===== config.mk =====
export PLATFORM = sky130hd
export DESIGN_NAME = acd_backend
export DESIGN_NICKNAME = d
export VERILOG_FILES = /design/src/acd_pkg.sv /design/src/acd_backend.sv
export SDC_FILE = /design/constraint.sdc
export NUM_CORES = 1
export LEC_CHECK = 0
export ABC_AREA = 1
export BUFFER_PORTS_ARGS = -buffer_cell sky130_fd_sc_hd__clkbuf_2
export CORE_UTILIZATION = 56
export DETAILED_ROUTE_END_ITERATION = 8
export HOLD_SLACK_MARGIN = 0.06
export PLACE_DENSITY = 0.78
export SYNTH_ARGS = -nofsm -noshare
export SYNTH_HDL_FRONTEND = slang
export SYNTH_SLANG_ARGS = --single-unit

===== constraint.sdc =====
create_clock -name i_core_clk -period 7.9 [get_ports i_core_clk]
set_clock_uncertainty 0.1 [all_clocks]
set_input_delay 0.395 -clock i_core_clk [delete_from_list [all_inputs] [get_ports i_core_clk]]
set_output_delay 0.395 -clock i_core_clk [all_outputs]
set_load 0.005 [all_outputs]

===== src/acd_pkg.sv =====
// Package for the converter correction and sample store back end.
// Assumes a Wishbone classic slave with 32-bit data and word-aligned registers.
package acd_pkg;
  // Register byte offsets.
  localparam logic [7:0] ACD_REG_CONFIG = 8'h00;
  localparam logic [7:0] ACD_REG_OFFSET = 8'h04;
  localparam logic [7:0] ACD_REG_GAIN = 8'h08;
  localparam logic [7:0] ACD_REG_DATA = 8'h0c;
  localparam logic [7:0] ACD_REG_FLAGS = 8'h10;
  localparam logic [7:0] ACD_REG_MASK = 8'h14;
  localparam logic [7:0] ACD_REG_BUF_START = 8'h18;
  localparam logic [7:0] ACD_REG_BUF_COUNT = 8'h1c;
  localparam logic [7:0] ACD_REG_DMA_CFG = 8'h20;
  localparam logic [7:0] ACD_REG_DMA_CUR = 8'h24;
  localparam logic [7:0] ACD_REG_PAD = 8'h28;
  // Reset values and clamp limits.
  localparam logic [15:0] ACD_OFFSET_RESET = 16'h0000;
  localparam logic [15:0] ACD_GAIN_RESET = 16'h8000;
  localparam logic [15:0] ACD_SAT_POS = 16'h7fff;
  localparam logic [15:0] ACD_SAT_NEG = 16'h8000;
  // Config register fields.
  localparam int ACD_CFG_EN = 0;
  localparam int ACD_CFG_MUXN_LSB = 4;
  localparam int ACD_CFG_MUXP_LSB = 8;
  // DMA config fields.
  localparam int ACD_DMA_LOAD = 0;
  localparam int ACD_DMA_WRAP = 1;
  localparam int ACD_DMA_RST = 4;
  // Event flag positions.
  localparam int ACD_FLG_DATA = 0;
  localparam int ACD_FLG_HALF = 1;
  localparam int ACD_FLG_FULL = 2;
  localparam int ACD_FLG_SAT = 3;
  localparam int ACD_FLG_OVF = 4;
  localparam int ACD_NFLAGS = 5;
  // Input select codes.
  localparam logic [3:0] ACD_SEL_EXT_MAX = 4'h5;
  localparam logic [3:0] ACD_SEL_GND = 4'h8;
  localparam logic [3:0] ACD_SEL_HALF_REF = 4'h9;
  localparam logic [3:0] ACD_SEL_REF = 4'ha;
  localparam logic [3:0] ACD_SEL_HALF_SUP = 4'hb;
  // Decoded source one-hot: bits 0..5 external, 6 gnd, 7 half ref, 8 ref, 9 half supply.
  localparam int ACD_NSRC = 10;
endpackage : acd_pkg


===== src/acd_backend.sv =====
// Converter back end: input select, offset/gain correction, and sample store channel.
// Assumes raw results arrive as one-cycle strobes and memory accepts a write on ready.
// Writes land at the edge where the master sees ack.
// The request line is a masked OR of the flags.
// A reset or disable drops any store still waiting.
//
// Notes on behaviour
// [RQ1] A pad in analog mode has no digital function; its input reads 1.
// [RQ2] Reference drives its pad only when converter enabled and pad analog.
// [RQ3] First correction adds signed 16-bit offset to the raw signed result.
// [RQ4] Gain product clamps to 0x7fff or 0x8000 and sets saturation flag.
// [RQ5] Corrected value is halved by arithmetic right shift for final sample.
// [RQ6] Gain is unsigned fixed point: bit 15 integer, bits 14:0 fraction.
// [RQ7] Reset clears offset to zero and sets gain to 0x8000.
// [RQ8] The channel stores corrected results, never raw ones.
// [RQ9] Software keeps the buffer start address even.
// [RQ10] Buffer size counts 16-bit samples.
// [RQ11] Channel is reset by its reset bit, then starts only after load.
// [RQ12] Wrap select 0 gives linear fill, 1 gives wrap-around fill.
// [RQ13] Linear mode stops at the sample count and sets full flag.
// [RQ14] After a linear stop, further results set the overflow flag.
// [RQ15] Wrap mode reloads the pointer at buffer end and keeps storing.
// [RQ16] Half flag on filling lower half, full flag on filling upper half.
// [RQ17] Current write address is readable in the pointer register.
// [RQ18] Four-bit selects: 0-5 external, 8 gnd, 9 half ref, 10 ref, 11 half supply.
// [RQ19] Input stage is differential; single-ended uses half reference as one input.
// [RQ20] Software writes the converter configuration last.
// [RQ21] Once enabled, conversions run back to back until disabled.
// [RQ22] Writing 1 to a flag bit clears it; writing 0 leaves it.
// [RQ23] Only flags with mask bit 1 reach the interrupt request.
// [RQ24] Data-ready flag sets whenever a new corrected result is available.
// [RQ25] Pointer advances by two bytes per stored halfword.
//
// Decided for this implementation: register access over Wishbone and the placing of the registers.
`timescale 1ns/1ps
module acd_backend #(
  parameter int ADDR_W = 32,
  parameter int NPADS = 7
) (
  input wire logic i_core_clk,
  input wire logic i_reset,
  // Wishbone classic slave.
  input wire logic i_wb_cyc,
  input wire logic i_wb_stb,
  input wire logic i_wb_we,
  input wire logic [7:0] i_wb_adr,
  input wire logic [3:0] i_wb_sel,
  input wire logic [31:0] i_wb_dat,
  output logic [31:0] o_wb_dat,
  output logic o_wb_ack,
  // Modulator side.
  input wire logic i_raw_valid,
  input wire logic [15:0] i_raw_data,
  output logic o_conv_enable,
  output logic [acd_pkg::ACD_NSRC-1:0] o_pos_source,
  output logic [acd_pkg::ACD_NSRC-1:0] o_neg_source,
  // Pads.
  input wire logic [NPADS-1:0] i_pad_digital_in,
  output logic [NPADS-1:0] o_pad_input_value,
  output logic [NPADS-1:0] o_pad_digital_allow,
  output logic o_reference_output_pad_en,
  // Memory write port.
  output logic o_mem_valid,
  output logic [ADDR_W-1:0] o_mem_addr,
  output logic [15:0] o_mem_data,
  input wire logic i_mem_ready,
  output logic o_irq
);
  localparam int ACD_NSRC_W = acd_pkg::ACD_NSRC;
  localparam int REF_PAD = 0;

  // Refuse sizes the logic cannot serve.
  if (ADDR_W < 2 || ADDR_W > 32 || NPADS < 1 || NPADS > 16)
  begin : g_bad_params
    $error("acd_backend: unsupported parameter values");
  end

  // Register state.
  logic [31:0] cfg;
  logic [15:0] offset_correction;
  logic [15:0] gain_correction;
  logic [15:0] data_result;
  logic [acd_pkg::ACD_NFLAGS-1:0] converter_event_flags;
  logic [acd_pkg::ACD_NFLAGS-1:0] converter_event_mask;
  logic [ADDR_W-1:0] buffer_start_address;
  logic [15:0] buffer_sample_count;
  logic dma_wrap_select;
  logic dma_running;
  logic [ADDR_W-1:0] dma_current_pointer;
  logic [15:0] dma_index;
  logic [NPADS-1:0] pad_analog;
  logic [15:0] corr_sample;
  logic corr_sat;
  logic corr_valid;

  // Decode a four-bit input select code into a one-hot source vector.
  // Codes 6, 7 and 12 to 15 mean no connection.
  function automatic logic [ACD_NSRC_W-1:0] decode_source(input logic [3:0] code);
    logic [ACD_NSRC_W-1:0] v;
    v = '0;
    if (code <= acd_pkg::ACD_SEL_EXT_MAX)
      v[code] = 1'b1; // [RQ18]
    else if (code == acd_pkg::ACD_SEL_GND)
      v[6] = 1'b1;
    else if (code == acd_pkg::ACD_SEL_HALF_REF)
      v[7] = 1'b1; // [RQ19]
    else if (code == acd_pkg::ACD_SEL_REF)
      v[8] = 1'b1;
    else if (code == acd_pkg::ACD_SEL_HALF_SUP)
      v[9] = 1'b1;
    return v;
  endfunction : decode_source

  // Apply byte enables to a register write.
  function automatic logic [31:0] merge_bytes(input logic [31:0] old, input logic [31:0] nw,
                                              input logic [3:0] sel);
    logic [31:0] r;
    r = old;
    for (int b = 0; b < 4; b++)
      if (sel[b])
        r[b*8 +: 8] = nw[b*8 +: 8];
    return r;
  endfunction : merge_bytes

  // Both inputs are always decoded, so any single-ended setup is just one side at half ref.
  // Enable also keeps the modulator converting.
  assign o_conv_enable = cfg[acd_pkg::ACD_CFG_EN]; // [RQ21]
  assign o_pos_source = decode_source(cfg[acd_pkg::ACD_CFG_MUXP_LSB +: 4]); // [RQ18]
  assign o_neg_source = decode_source(cfg[acd_pkg::ACD_CFG_MUXN_LSB +: 4]); // [RQ19]

  // Analog pads lose digital use and read as one.
  // A digital pad never meets the reference.
  assign o_pad_input_value = i_pad_digital_in | pad_analog; // [RQ1]
  assign o_pad_digital_allow = ~pad_analog; // [RQ1]
  assign o_reference_output_pad_en = cfg[acd_pkg::ACD_CFG_EN] & pad_analog[REF_PAD]; // [RQ2]
  assign o_irq = |(converter_event_flags & converter_event_mask); // [RQ23]

  // Bus strobes.
  // A write lands on the ack edge, its request still standing.
  logic wb_req;
  logic wr;
  assign wb_req = i_wb_cyc & i_wb_stb & ~o_wb_ack;
  assign wr = i_wb_cyc & i_wb_stb & o_wb_ack & i_wb_we;

  // Correction datapath: offset add, fixed-point gain, clamp, halve; one stage registered.
  // Wide sum and product let the clamp see the true value.
  // Gain is unsigned, so its top bit is not a sign.
  logic signed [16:0] sum;
  logic signed [34:0] prod;
  logic signed [34:0] scaled;
  logic signed [15:0] clamped;
  logic sat_now;
  always_comb
  begin
    sum = $signed({i_raw_data[15], i_raw_data}) +
          $signed({offset_correction[15], offset_correction}); // [RQ3]
    prod = 35'(sum) * $signed({2'b00, gain_correction}); // [RQ6]
    scaled = prod >>> 15; // [RQ6]
    sat_now = 1'b0;
    if (scaled > 35'sd32767)
    begin
      clamped = acd_pkg::ACD_SAT_POS; // [RQ4]
      sat_now = 1'b1;
    end
    else if (scaled < -35'sd32768)
    begin
      clamped = acd_pkg::ACD_SAT_NEG; // [RQ4]
      sat_now = 1'b1;
    end
    else
      clamped = scaled[15:0];
  end

  // Register the final sample; the halving is an arithmetic shift.
  // Only this corrected sample feeds the store channel.
  always_ff @(posedge i_core_clk)
  begin
    if (i_reset)
    begin
      corr_valid <= 1'b0;
      corr_sample <= 16'h0000;
      corr_sat <= 1'b0;
    end
    else
    begin
      corr_valid <= i_raw_valid;
      corr_sat <= i_raw_valid & sat_now;
      if (i_raw_valid)
        corr_sample <= 16'(clamped >>> 1); // [RQ5]
    end
  end

  // Result register for software reads.
  // It holds until the next result replaces it.
  always_ff @(posedge i_core_clk)
  begin
    if (i_reset)
      data_result <= 16'h0000;
    else if (corr_valid)
      data_result <= corr_sample;
  end

  // Software-written configuration.
  // Byte enables apply per lane.
  // Reset makes the correction neutral: gain one, offset zero.
  always_ff @(posedge i_core_clk)
  begin
    if (i_reset)
    begin
      cfg <= 32'h0000_0000;
      offset_correction <= acd_pkg::ACD_OFFSET_RESET; // [RQ7]
      gain_correction <= acd_pkg::ACD_GAIN_RESET; // [RQ7]
      converter_event_mask <= '0;
      buffer_start_address <= '0;
      buffer_sample_count <= 16'h0000;
      dma_wrap_select <= 1'b0;
      pad_analog <= '0;
    end
    else if (wr)
    begin
      unique case (i_wb_adr)
        acd_pkg::ACD_REG_CONFIG: cfg <= merge_bytes(cfg, i_wb_dat, i_wb_sel);
        acd_pkg::ACD_REG_OFFSET:
          offset_correction <= 16'(merge_bytes({16'h0, offset_correction}, i_wb_dat, i_wb_sel));
        acd_pkg::ACD_REG_GAIN:
          gain_correction <= 16'(merge_bytes({16'h0, gain_correction}, i_wb_dat, i_wb_sel));
        acd_pkg::ACD_REG_MASK:
          if (i_wb_sel[0])
            converter_event_mask <= i_wb_dat[acd_pkg::ACD_NFLAGS-1:0];
        acd_pkg::ACD_REG_BUF_START:
          buffer_start_address <= ADDR_W'(merge_bytes(32'(buffer_start_address),
                                                      i_wb_dat, i_wb_sel)); // [RQ9]
        acd_pkg::ACD_REG_BUF_COUNT:
          buffer_sample_count <= 16'(merge_bytes({16'h0, buffer_sample_count}, i_wb_dat,
                                                 i_wb_sel)); // [RQ10]
        acd_pkg::ACD_REG_DMA_CFG:
          if (i_wb_sel[0])
            dma_wrap_select <= i_wb_dat[acd_pkg::ACD_DMA_WRAP]; // [RQ12]
        acd_pkg::ACD_REG_PAD:
          pad_analog <= NPADS'(merge_bytes(32'(pad_analog), i_wb_dat, i_wb_sel));
        default: ;
      endcase
    end
  end

  // Sample store channel.
  // Half and full compare the next index.
  logic dma_cfg_wr;
  logic dma_rst_cmd;
  logic dma_load_cmd;
  logic store_done;
  logic at_half;
  logic at_end;
  assign dma_cfg_wr = wr & (i_wb_adr == acd_pkg::ACD_REG_DMA_CFG) & i_wb_sel[0];
  assign dma_rst_cmd = dma_cfg_wr & i_wb_dat[acd_pkg::ACD_DMA_RST];
  assign dma_load_cmd = dma_cfg_wr & i_wb_dat[acd_pkg::ACD_DMA_LOAD] & ~dma_rst_cmd;
  assign store_done = o_mem_valid & i_mem_ready;
  assign at_half = (dma_index + 16'h0001) == (buffer_sample_count >> 1);
  assign at_end = (dma_index + 16'h0001) == buffer_sample_count;
  // Besides reset, the reset bit, a linear end and a load with a zero count, only a write clearing enable stops the
  // channel, so a load made before enable survives.
  logic conv_off_cmd;
  assign conv_off_cmd = wr & (i_wb_adr == acd_pkg::ACD_REG_CONFIG) & i_wb_sel[0] &
                        ~i_wb_dat[acd_pkg::ACD_CFG_EN];

  // Channel state; a result arriving while a store is pending is dropped, since memory
  // is expected to accept within one conversion time.
  always_ff @(posedge i_core_clk)
  begin
    if (i_reset)
    begin
      dma_running <= 1'b0;
      dma_current_pointer <= '0;
      dma_index <= 16'h0000;
      o_mem_valid <= 1'b0;
      o_mem_addr <= '0;
      o_mem_data <= 16'h0000;
    end
    else if (dma_rst_cmd || conv_off_cmd)
    begin
      dma_running <= 1'b0; // [RQ11]
      o_mem_valid <= 1'b0;
      dma_index <= 16'h0000;
      if (dma_rst_cmd)
        dma_current_pointer <= buffer_start_address;
    end
    else if (dma_load_cmd)
    begin
      dma_running <= (buffer_sample_count != 16'h0000); // [RQ11]
      dma_current_pointer <= buffer_start_address;
      dma_index <= 16'h0000;
    end
    else
    begin
      if (corr_valid && dma_running && !o_mem_valid)
      begin
        o_mem_valid <= 1'b1;
        o_mem_addr <= dma_current_pointer;
        o_mem_data <= corr_sample; // [RQ8]
      end
      else if (store_done)
      begin
        o_mem_valid <= 1'b0;
        if (at_end)
        begin
          dma_index <= 16'h0000;
          dma_current_pointer <= buffer_start_address; // [RQ15]
          dma_running <= dma_wrap_select; // [RQ13]
        end
        else
        begin
          dma_index <= dma_index + 16'h0001;
          dma_current_pointer <= dma_current_pointer + ADDR_W'(2); // [RQ25]
        end
      end
    end
  end

  // Event flags: hardware set wins over a software clear in the same cycle.
  // A written one clears; a zero leaves the flag.
  logic [acd_pkg::ACD_NFLAGS-1:0] flag_set;
  logic [acd_pkg::ACD_NFLAGS-1:0] flag_clr;
  always_comb
  begin
    flag_set = '0;
    flag_set[acd_pkg::ACD_FLG_DATA] = corr_valid; // [RQ24]
    flag_set[acd_pkg::ACD_FLG_SAT] = corr_sat; // [RQ4]
    flag_set[acd_pkg::ACD_FLG_HALF] = store_done & at_half; // [RQ16]
    flag_set[acd_pkg::ACD_FLG_FULL] = store_done & at_end; // [RQ13]
    flag_set[acd_pkg::ACD_FLG_OVF] = corr_valid & ~dma_running & cfg[acd_pkg::ACD_CFG_EN]; // [RQ14]
    flag_clr = '0;
    if (wr && i_wb_adr == acd_pkg::ACD_REG_FLAGS && i_wb_sel[0])
      flag_clr = i_wb_dat[acd_pkg::ACD_NFLAGS-1:0]; // [RQ22]
  end

  // Flag register.
  always_ff @(posedge i_core_clk)
  begin
    if (i_reset)
      converter_event_flags <= '0;
    else
      converter_event_flags <= (converter_event_flags & ~flag_clr) | flag_set; // [RQ22]
  end

  // Bus answer: ack one cycle after the request, read data registered with it.
  // Unmapped offsets read zero and still get ack.
  always_ff @(posedge i_core_clk)
  begin
    if (i_reset)
    begin
      o_wb_ack <= 1'b0;
      o_wb_dat <= 32'h0000_0000;
    end
    else
    begin
      o_wb_ack <= wb_req;
      if (wb_req && !i_wb_we)
      begin
        unique case (i_wb_adr)
          acd_pkg::ACD_REG_CONFIG: o_wb_dat <= cfg;
          acd_pkg::ACD_REG_OFFSET: o_wb_dat <= {16'h0000, offset_correction};
          acd_pkg::ACD_REG_GAIN: o_wb_dat <= {16'h0000, gain_correction};
          acd_pkg::ACD_REG_DATA: o_wb_dat <= {16'h0000, data_result};
          acd_pkg::ACD_REG_FLAGS: o_wb_dat <= 32'(converter_event_flags);
          acd_pkg::ACD_REG_MASK: o_wb_dat <= 32'(converter_event_mask);
          acd_pkg::ACD_REG_BUF_START: o_wb_dat <= 32'(buffer_start_address);
          acd_pkg::ACD_REG_BUF_COUNT: o_wb_dat <= {16'h0000, buffer_sample_count};
          // Running reads in bit 7, wrap in bit 1.
          acd_pkg::ACD_REG_DMA_CFG:
            o_wb_dat <= 32'({dma_running, 3'b000, 2'b00, dma_wrap_select, 1'b0});
          acd_pkg::ACD_REG_DMA_CUR: o_wb_dat <= 32'(dma_current_pointer); // [RQ17]
          acd_pkg::ACD_REG_PAD: o_wb_dat <= 32'(pad_analog);
          default: o_wb_dat <= 32'h0000_0000;
        endcase
      end
    end
  end
endmodule : acd_backend


Word level (Yosys, flattened, before mapping)
Cells that the tools add are included.
Widths: inputs -> output; s select.
{"block": "totals", "reg_bits": 292, "elab_cells": 179, "in_bits": 74, "output_inout_bits": 119}
{"block": "op_classes", "n_reduce_logical": 41, "mul": 1, "bitwise_logic": 32, "order_cmp": 8, "muxes": 41, "n_eq_ne": 23, "n_addsub": 3}
{"cell": "$pmux 32 s11", "n": 1}
{"cell": "$mux 32", "n": 6}
{"cell": "$reduce_and 3->1", "n": 20}
{"cell": "$mux 16", "n": 3}
{"cell": "$mul 17x17->34", "n": 1}
{"cell": "$add 32x2->32 const B", "n": 1}
{"cell": "$eq 4x4->1 const B", "n": 8}
{"cell": "$eq 8x5->1 const B", "n": 4}
{"cell": "$eq 8x6->1 const B", "n": 3}
{"cell": "$mux 1", "n": 20}
{"cell": "$and 1x1->1", "n": 19}
{"cell": "$gt 19x16->1 const B", "n": 1}
{"cell": "$lt 19x16->1 const B", "n": 1}
{"cell": "$add 16x16->17", "n": 1}
{"cell": "$add 16x1->16 const B", "n": 1}
{"cell": "$eq 16x15->1", "n": 1}
{"cell": "$eq 16x16->1", "n": 1}
{"cell": "$eq 8x4->1 const B", "n": 2}
{"cell": "$reduce_bool 16->1", "n": 1}
{"cell": "$mux 6", "n": 2}
{"cell": "$and 5x5->5", "n": 2}
{"cell": "$lt 4x5->1 const B", "n": 2}
{"cell": "$demux 1 s4", "n": 2}
{"cell": "$eq 8x3->1 const B", "n": 1}
{"cell": "23 further kinds", "n": 45}

Depth between registers and ports, before layout
{"block": "depth", "depth_word": 10, "mapped_depth": 43}

Worst setup path before layout
Ideal clock, no wire load.
{"block": "synth_timing", "path_type": "input-to-reg", "start": "in i_raw_data[0]", "end": "reg corr_sample[10]", "setup_slack_ns": 0.185, "stages": 39, "n_path_buf": 2, "arrival_time_ns": 7.494, "setup_time_ns": 0.122, "path_cell_list": "ha_1 > inv_1 > fa_1 > inv_1 > a31oi_1 > inv_1 > a21o_1 > nand3_1 > nand2_1 > nand2_1 > nand2_1 > nor2_1 > inv_1 > fa_1 > inv_1 > fa_1 > buf_1 > xnor2_1 > [3 not listed] > inv_1 > fa_1 > inv_1 > fa_1 > inv_1 > ha_1 > inv_1 > nor3_1 > nand2_1 > nor4_1 > nand2_1 > nand2_1 > nand2_1 > nand2_1 > nand3_1 > a21oi_1 > buf_2 > a21oi_1"}
{"block": "synth_between", "elab_chain_cells": 5, "word_cells_on_any_way": 6, "cone_classes": "add/sub: 1; mul: 1; order compare: 2; mux: 2"}
{"item": "from (decl)", "line_no": "acd_backend.sv:53", "text": "input wire logic [15:0] i_raw_data,"}
{"item": "$add 16x16->17 *", "line_no": "acd_backend.sv:155", "text": "sum = $signed({i_raw_data[15], i_raw_data}) +"}
{"item": "$mul 17x17->34 *", "line_no": "acd_backend.sv:157", "text": "prod = 35'(sum) * $signed({2'b00, gain_correction});"}
{"item": "$lt 19x16->1", "line_no": "acd_backend.sv:165", "text": "else if (scaled < -35'sd32768)"}
{"item": "$mux 16", "line_no": "acd_backend.sv:165"}
{"item": "$mux 16 *", "line_no": "acd_backend.sv:160", "text": "if (scaled > 35'sd32767)"}
{"item": "to (signal assigned)", "line_no": "acd_backend.sv:189", "text": "corr_sample <= 16'(clamped >>> 1);"}
{"item": "to (decl)", "line_no": "acd_backend.sv:92", "text": "logic [15:0] corr_sample;"}
Every way passes the cells marked *; elsewhere a longest branch is shown, timed or not.
A chain may end at the register's enable or synchronous reset.

Final worst setup path
{"block": "layout_timing", "start": "reg offset_correction[3]", "end": "reg corr_sample[5]"}
{"block": "layout_between", "elab_chain_cells": 5, "word_cells_on_any_way": 6, "cone_classes": "add/sub: 1; mul: 1; order compare: 2; mux: 2"}
{"item": "from (decl)", "line_no": "acd_backend.sv:80", "text": "logic [15:0] offset_correction;"}
{"item": "from (signal assigned)", "line_no": "acd_backend.sv:211", "text": "offset_correction <= acd_pkg::ACD_OFFSET_RESET;"}
{"item": "from (signal assigned)", "line_no": "acd_backend.sv:224", "text": "offset_correction <= 16'(merge_bytes({16'h0, offset_correction}, i_wb_dat, i_wb_sel));"}
{"item": "$add 16x16->17 *", "line_no": "acd_backend.sv:155"}
{"item": "$mul 17x17->34 *", "line_no": "acd_backend.sv:157"}
{"item": "$lt 19x16->1", "line_no": "acd_backend.sv:165"}
{"item": "$mux 16", "line_no": "acd_backend.sv:165"}
{"item": "$mux 16 *", "line_no": "acd_backend.sv:160"}
Marks and branches as above.

==> results_dict.tcl <==
set metrics [dict create \
    dieWidth_um 213 \
    path_class "flop to flop" \
    dr.pass1.iters 6 \
    clock_latency_ps 570 \
    p_leak_uw 0.0135 \
    seqPwrFrac_pct 46.1 \
    critPathCaptureType "flop" \
    synth_top_area_share_pct 23.5 \
    crit_top_cell "nand2_1" \
    drcViolationCount 0 \
    cts_buffers 27 \
    grt_max_degree 116 \
    cp_data_arrival_time_ps 7980 \
    cpMaxStageDelayCell "fa_1" \
    yosys_register_bits 292 \
    power_density_nw_per_um2 113 \
    max_slew.worst_pin.slew_ps 1150 \
    syn_area_per_cell_sq_um 7.31 \
    dp_hpwl_um 60700 \
    synth_largest_area_cell "dfxtp_1" \
    min_period_ps 7620 \
    clkPwrFrac_pct 44.8 \
    hold_viol 0 \
    max_slew_margin_pct 23.6 \
    root_buffer "clkbuf_16" \
    wl_um 79300 \
    initial_core_util_pct 57.3 \
    num-fill-cells 3714 \
    layout.nets 4082 \
    wl_per_cell_um 18.7 \
    fin_crit_sh_pct 96.5 \
    setup.worst_path.start "offset_correction[3]" \
    ios 193 \
    p_total_uw 3240 \
    synth.area.top_cells "dfxtp_1, fa_1, inv_1, nand2_1, nor2_1" \
    via_per_inst 5.66 \
    area_growth_pct 15.3 \
    cap_violations 0 \
    yosysSeqAreaShare_pct 23.5 \
    syn_nets 3856 \
    dieHeight_um 213 \
    p_sw_uw 829 \
    port_buffers 192 \
    status "completed" \
    synth_cells 3406 \
    drive_gt1_share_pct 14.5 \
    cp-start-kind "flop" \
    hold_class "input pin to flop" \
    required_ps 8260 \
    combinationalPowerShare_pct 9.1 \
    synth_ff_type "dfxtp_1" \
    peakVddDrop_mv 0.135 \
    overflow 0 \
    cts_max_level 1 \
    holdCritStartpoint "i_wb_dat[4]" \
    stdcell_area_sq_um 28700 \
    placed_area_sq_um 26900 \
    synth_edf_count 0 \
    r2r-start "offset_correction[3]" \
    drt_iter0_markers 2900 \
    route.vias.total 24000 \
    slowest_delay_ps 570 \
    fp.dieArea_sq_um 45300 \
    clockBufferDepth 3 \
    multi_input_area_sq_um 16700 \
    hold_ws_ps 103 \
    diodes 0 \
    clkTransAtPathRegs_ps 70 \
    ant_nets 0 \
    rows 76 \
    synth_cell_types 51 \
    clock.fmax_ghz 0.131 \
    globalplace.congestion 0.985 \
    grt.total_usage_pct 34.8 \
    p_int_uw 2410 \
    core-area_sq_um 43500 \
    finalSetupViolCount 0 \
    syn_area_sq_um 24900 \
    grt_antenna_before_repair 0 \
    layout_setup_ws_ps 280 \
    grt_first_pass_wirelength_um 122000 \
    register_area_sq_um 5850 \
    grt_pass1_vias 22600 \
    cts_tree "done" \
    preCtsSetupSlack_ps -106 \
    path_max_fanout 7 \
    async_reset_ff_share_pct 0 \
    cts.sink_count 292 \
    yosysWarnings 0 \
    drv_slew 0 \
    sw_frac_of_total_pct 25.6 \
]
-- layout make-up --
| class | instances | share of cell area [%] |
|---|---|---|
| timing repair buffer | 317 | 6.93 |
| clock inverter | 14 | 0.745 |
| multi-input combinational | 2346 | 58.2 |
| tap | 585 | 2.55 |
| clock buffer | 36 | 2.64 |
| inverter | 648 | 8.51 |
| sequential | 292 | 20.4 |
-- power groups by stage --
stage               Clock, uW  Combinational, uW  Sequential (uW)
floorplan                   0                143             1520
CTS                      1440                267             1490
detailed placement          0                257             1530
global route             1500                317             1490
finish                   1450                293             1490
global placement            0                256             1530
-- routing by layer --
metal / up-vias / routed length [um] / global-route usage, %
met1: 11300 / 32500 / 48.3
met4: 0 / 3070 / 11.5
li1: 11200 / - / -
met2: 1343 / 34600 / 52.6
met3: 219 / 9030 / 9.03
met5: - / 0 / 0
-- sequential cells by signal (all words and copies together) (netlist names) --
name,cells
buffer_sample_count,16
buffer_start_address,32
cfg,32
converter_event_flags,5
converter_event_mask,5
corr_sample,15
corr_sat,1
corr_valid,1
data_result,15
dma_current_pointer,32
dma_index,16
dma_running,1
dma_wrap_select,1
gain_correction,16
o_mem_addr,32
o_mem_data,15
o_mem_valid,1
o_wb_ack,1
o_wb_dat,32
offset_correction,16
pad_analog,7
-- synthesized netlist by cell type (4+ instances only) --
master and instances:
nand4_1 30, fa_1 269, clkinv_1 14, nand2_1 598
a21o_1 10, xor2_1 53, inv_1 626, nand3_1 127
o211ai_1 11, o21ai_0 242, buf_2 8, o21bai_1 12
nor4_1 10, nand2_2 9, dfxtp_1 292, a21oi_1 270
nor2_1 388, o41ai_1 5, a31oi_1 7, or2_2 28
o22ai_1 29, o221ai_1 18, inv_2 8, nor3_1 44
a221oi_1 12, nor2_2 11, buf_1 4, clkbuf_1 103
nor3_2 5, o31ai_1 6, ha_1 107, xnor2_1 17
-- per-stage QoR --
step           utilization, %  TNS (ps)  instances
3_5_place_dp             61.8     -1410       4159
6_report                 66.1         0       4238
2_1_floorplan               -         0       3406
3_3_place_gp             61.8         0       4159
5_1_grt                  66.1     -77.8       4238
4_1_cts                  64.5         0       4228
-- cells in the final DEF (no fill, tap or decap), types with 5 or more instances in the layout --
cell type and n:
inv_1 622, nand2_1 577, nor2_1 373, dfxtp_1 288
fa_1 261, a21oi_1 256, o21ai_0 233, clkbuf_2 192
nand3_1 126, buf_4 100, ha_1 82, xor2_1 52
nor3_1 38, nand4_1 30, o22ai_1 29, or2_2 28
clkbuf_16 27, nand2_2 26, nor2_2 23, ha_4 20
dlygate4sd3_1 19, o221ai_1 18, xnor2_1 16, a21oi_2 15
a221oi_1 12, inv_2 12, clkinv_1 11, o21bai_1 11
nor3_2 11, o211ai_1 11, a21o_1 10, o21ai_1 8
fa_2 8, nand2_4 7, nor4_1 7, o31ai_1 6
o41ai_1 5, ha_2 5, clkbuf_8 5
-- cells by family (layout without fill, tap and decap cells) --
group	Yosys count	count (layout)	share of synthesized area, %
XOR/XNOR	70	70	2.46
buffers and inverters	768	1015	11.7
AO/OA/AOI/OAI	635	635	14.0
flip-flops	292	292	23.5
AND/OR/NAND/NOR	1265	1265	21.3
adder cells (fa/ha/maj)	376	376	27.0
-- timing repair --
action                                  CTS  global route
hold endpoints to repair                 33             0
gates resized for setup                   4           139
endpoints found under the setup margin   15            16
hold buffers                             19             0
pin swaps                                 0            41
cloned                                    0             1
setup buffers                             0             9
-- worst paths after layout --
path	end	slack [ps]	cells after the start
worst max register to register	corr_sample[5]	280	36
worst max-delay path	corr_sample[5]	280	36
worst min-delay path	o_mem_valid	100	4
worst min register to register	o_wb_dat[20]	370	2
-- critical path: cells and delay by family, from the launching register on --
family | cells | cell delay [ps]
DFF | 1 | 390
AOI/OAI and AO/OA | 3 | 430
and+or+nand+nor | 17 | 1810
buffers and inverters | 8 | 960
adders and majority gates | 8 | 3820
Power figures use the tool's default switching activity.
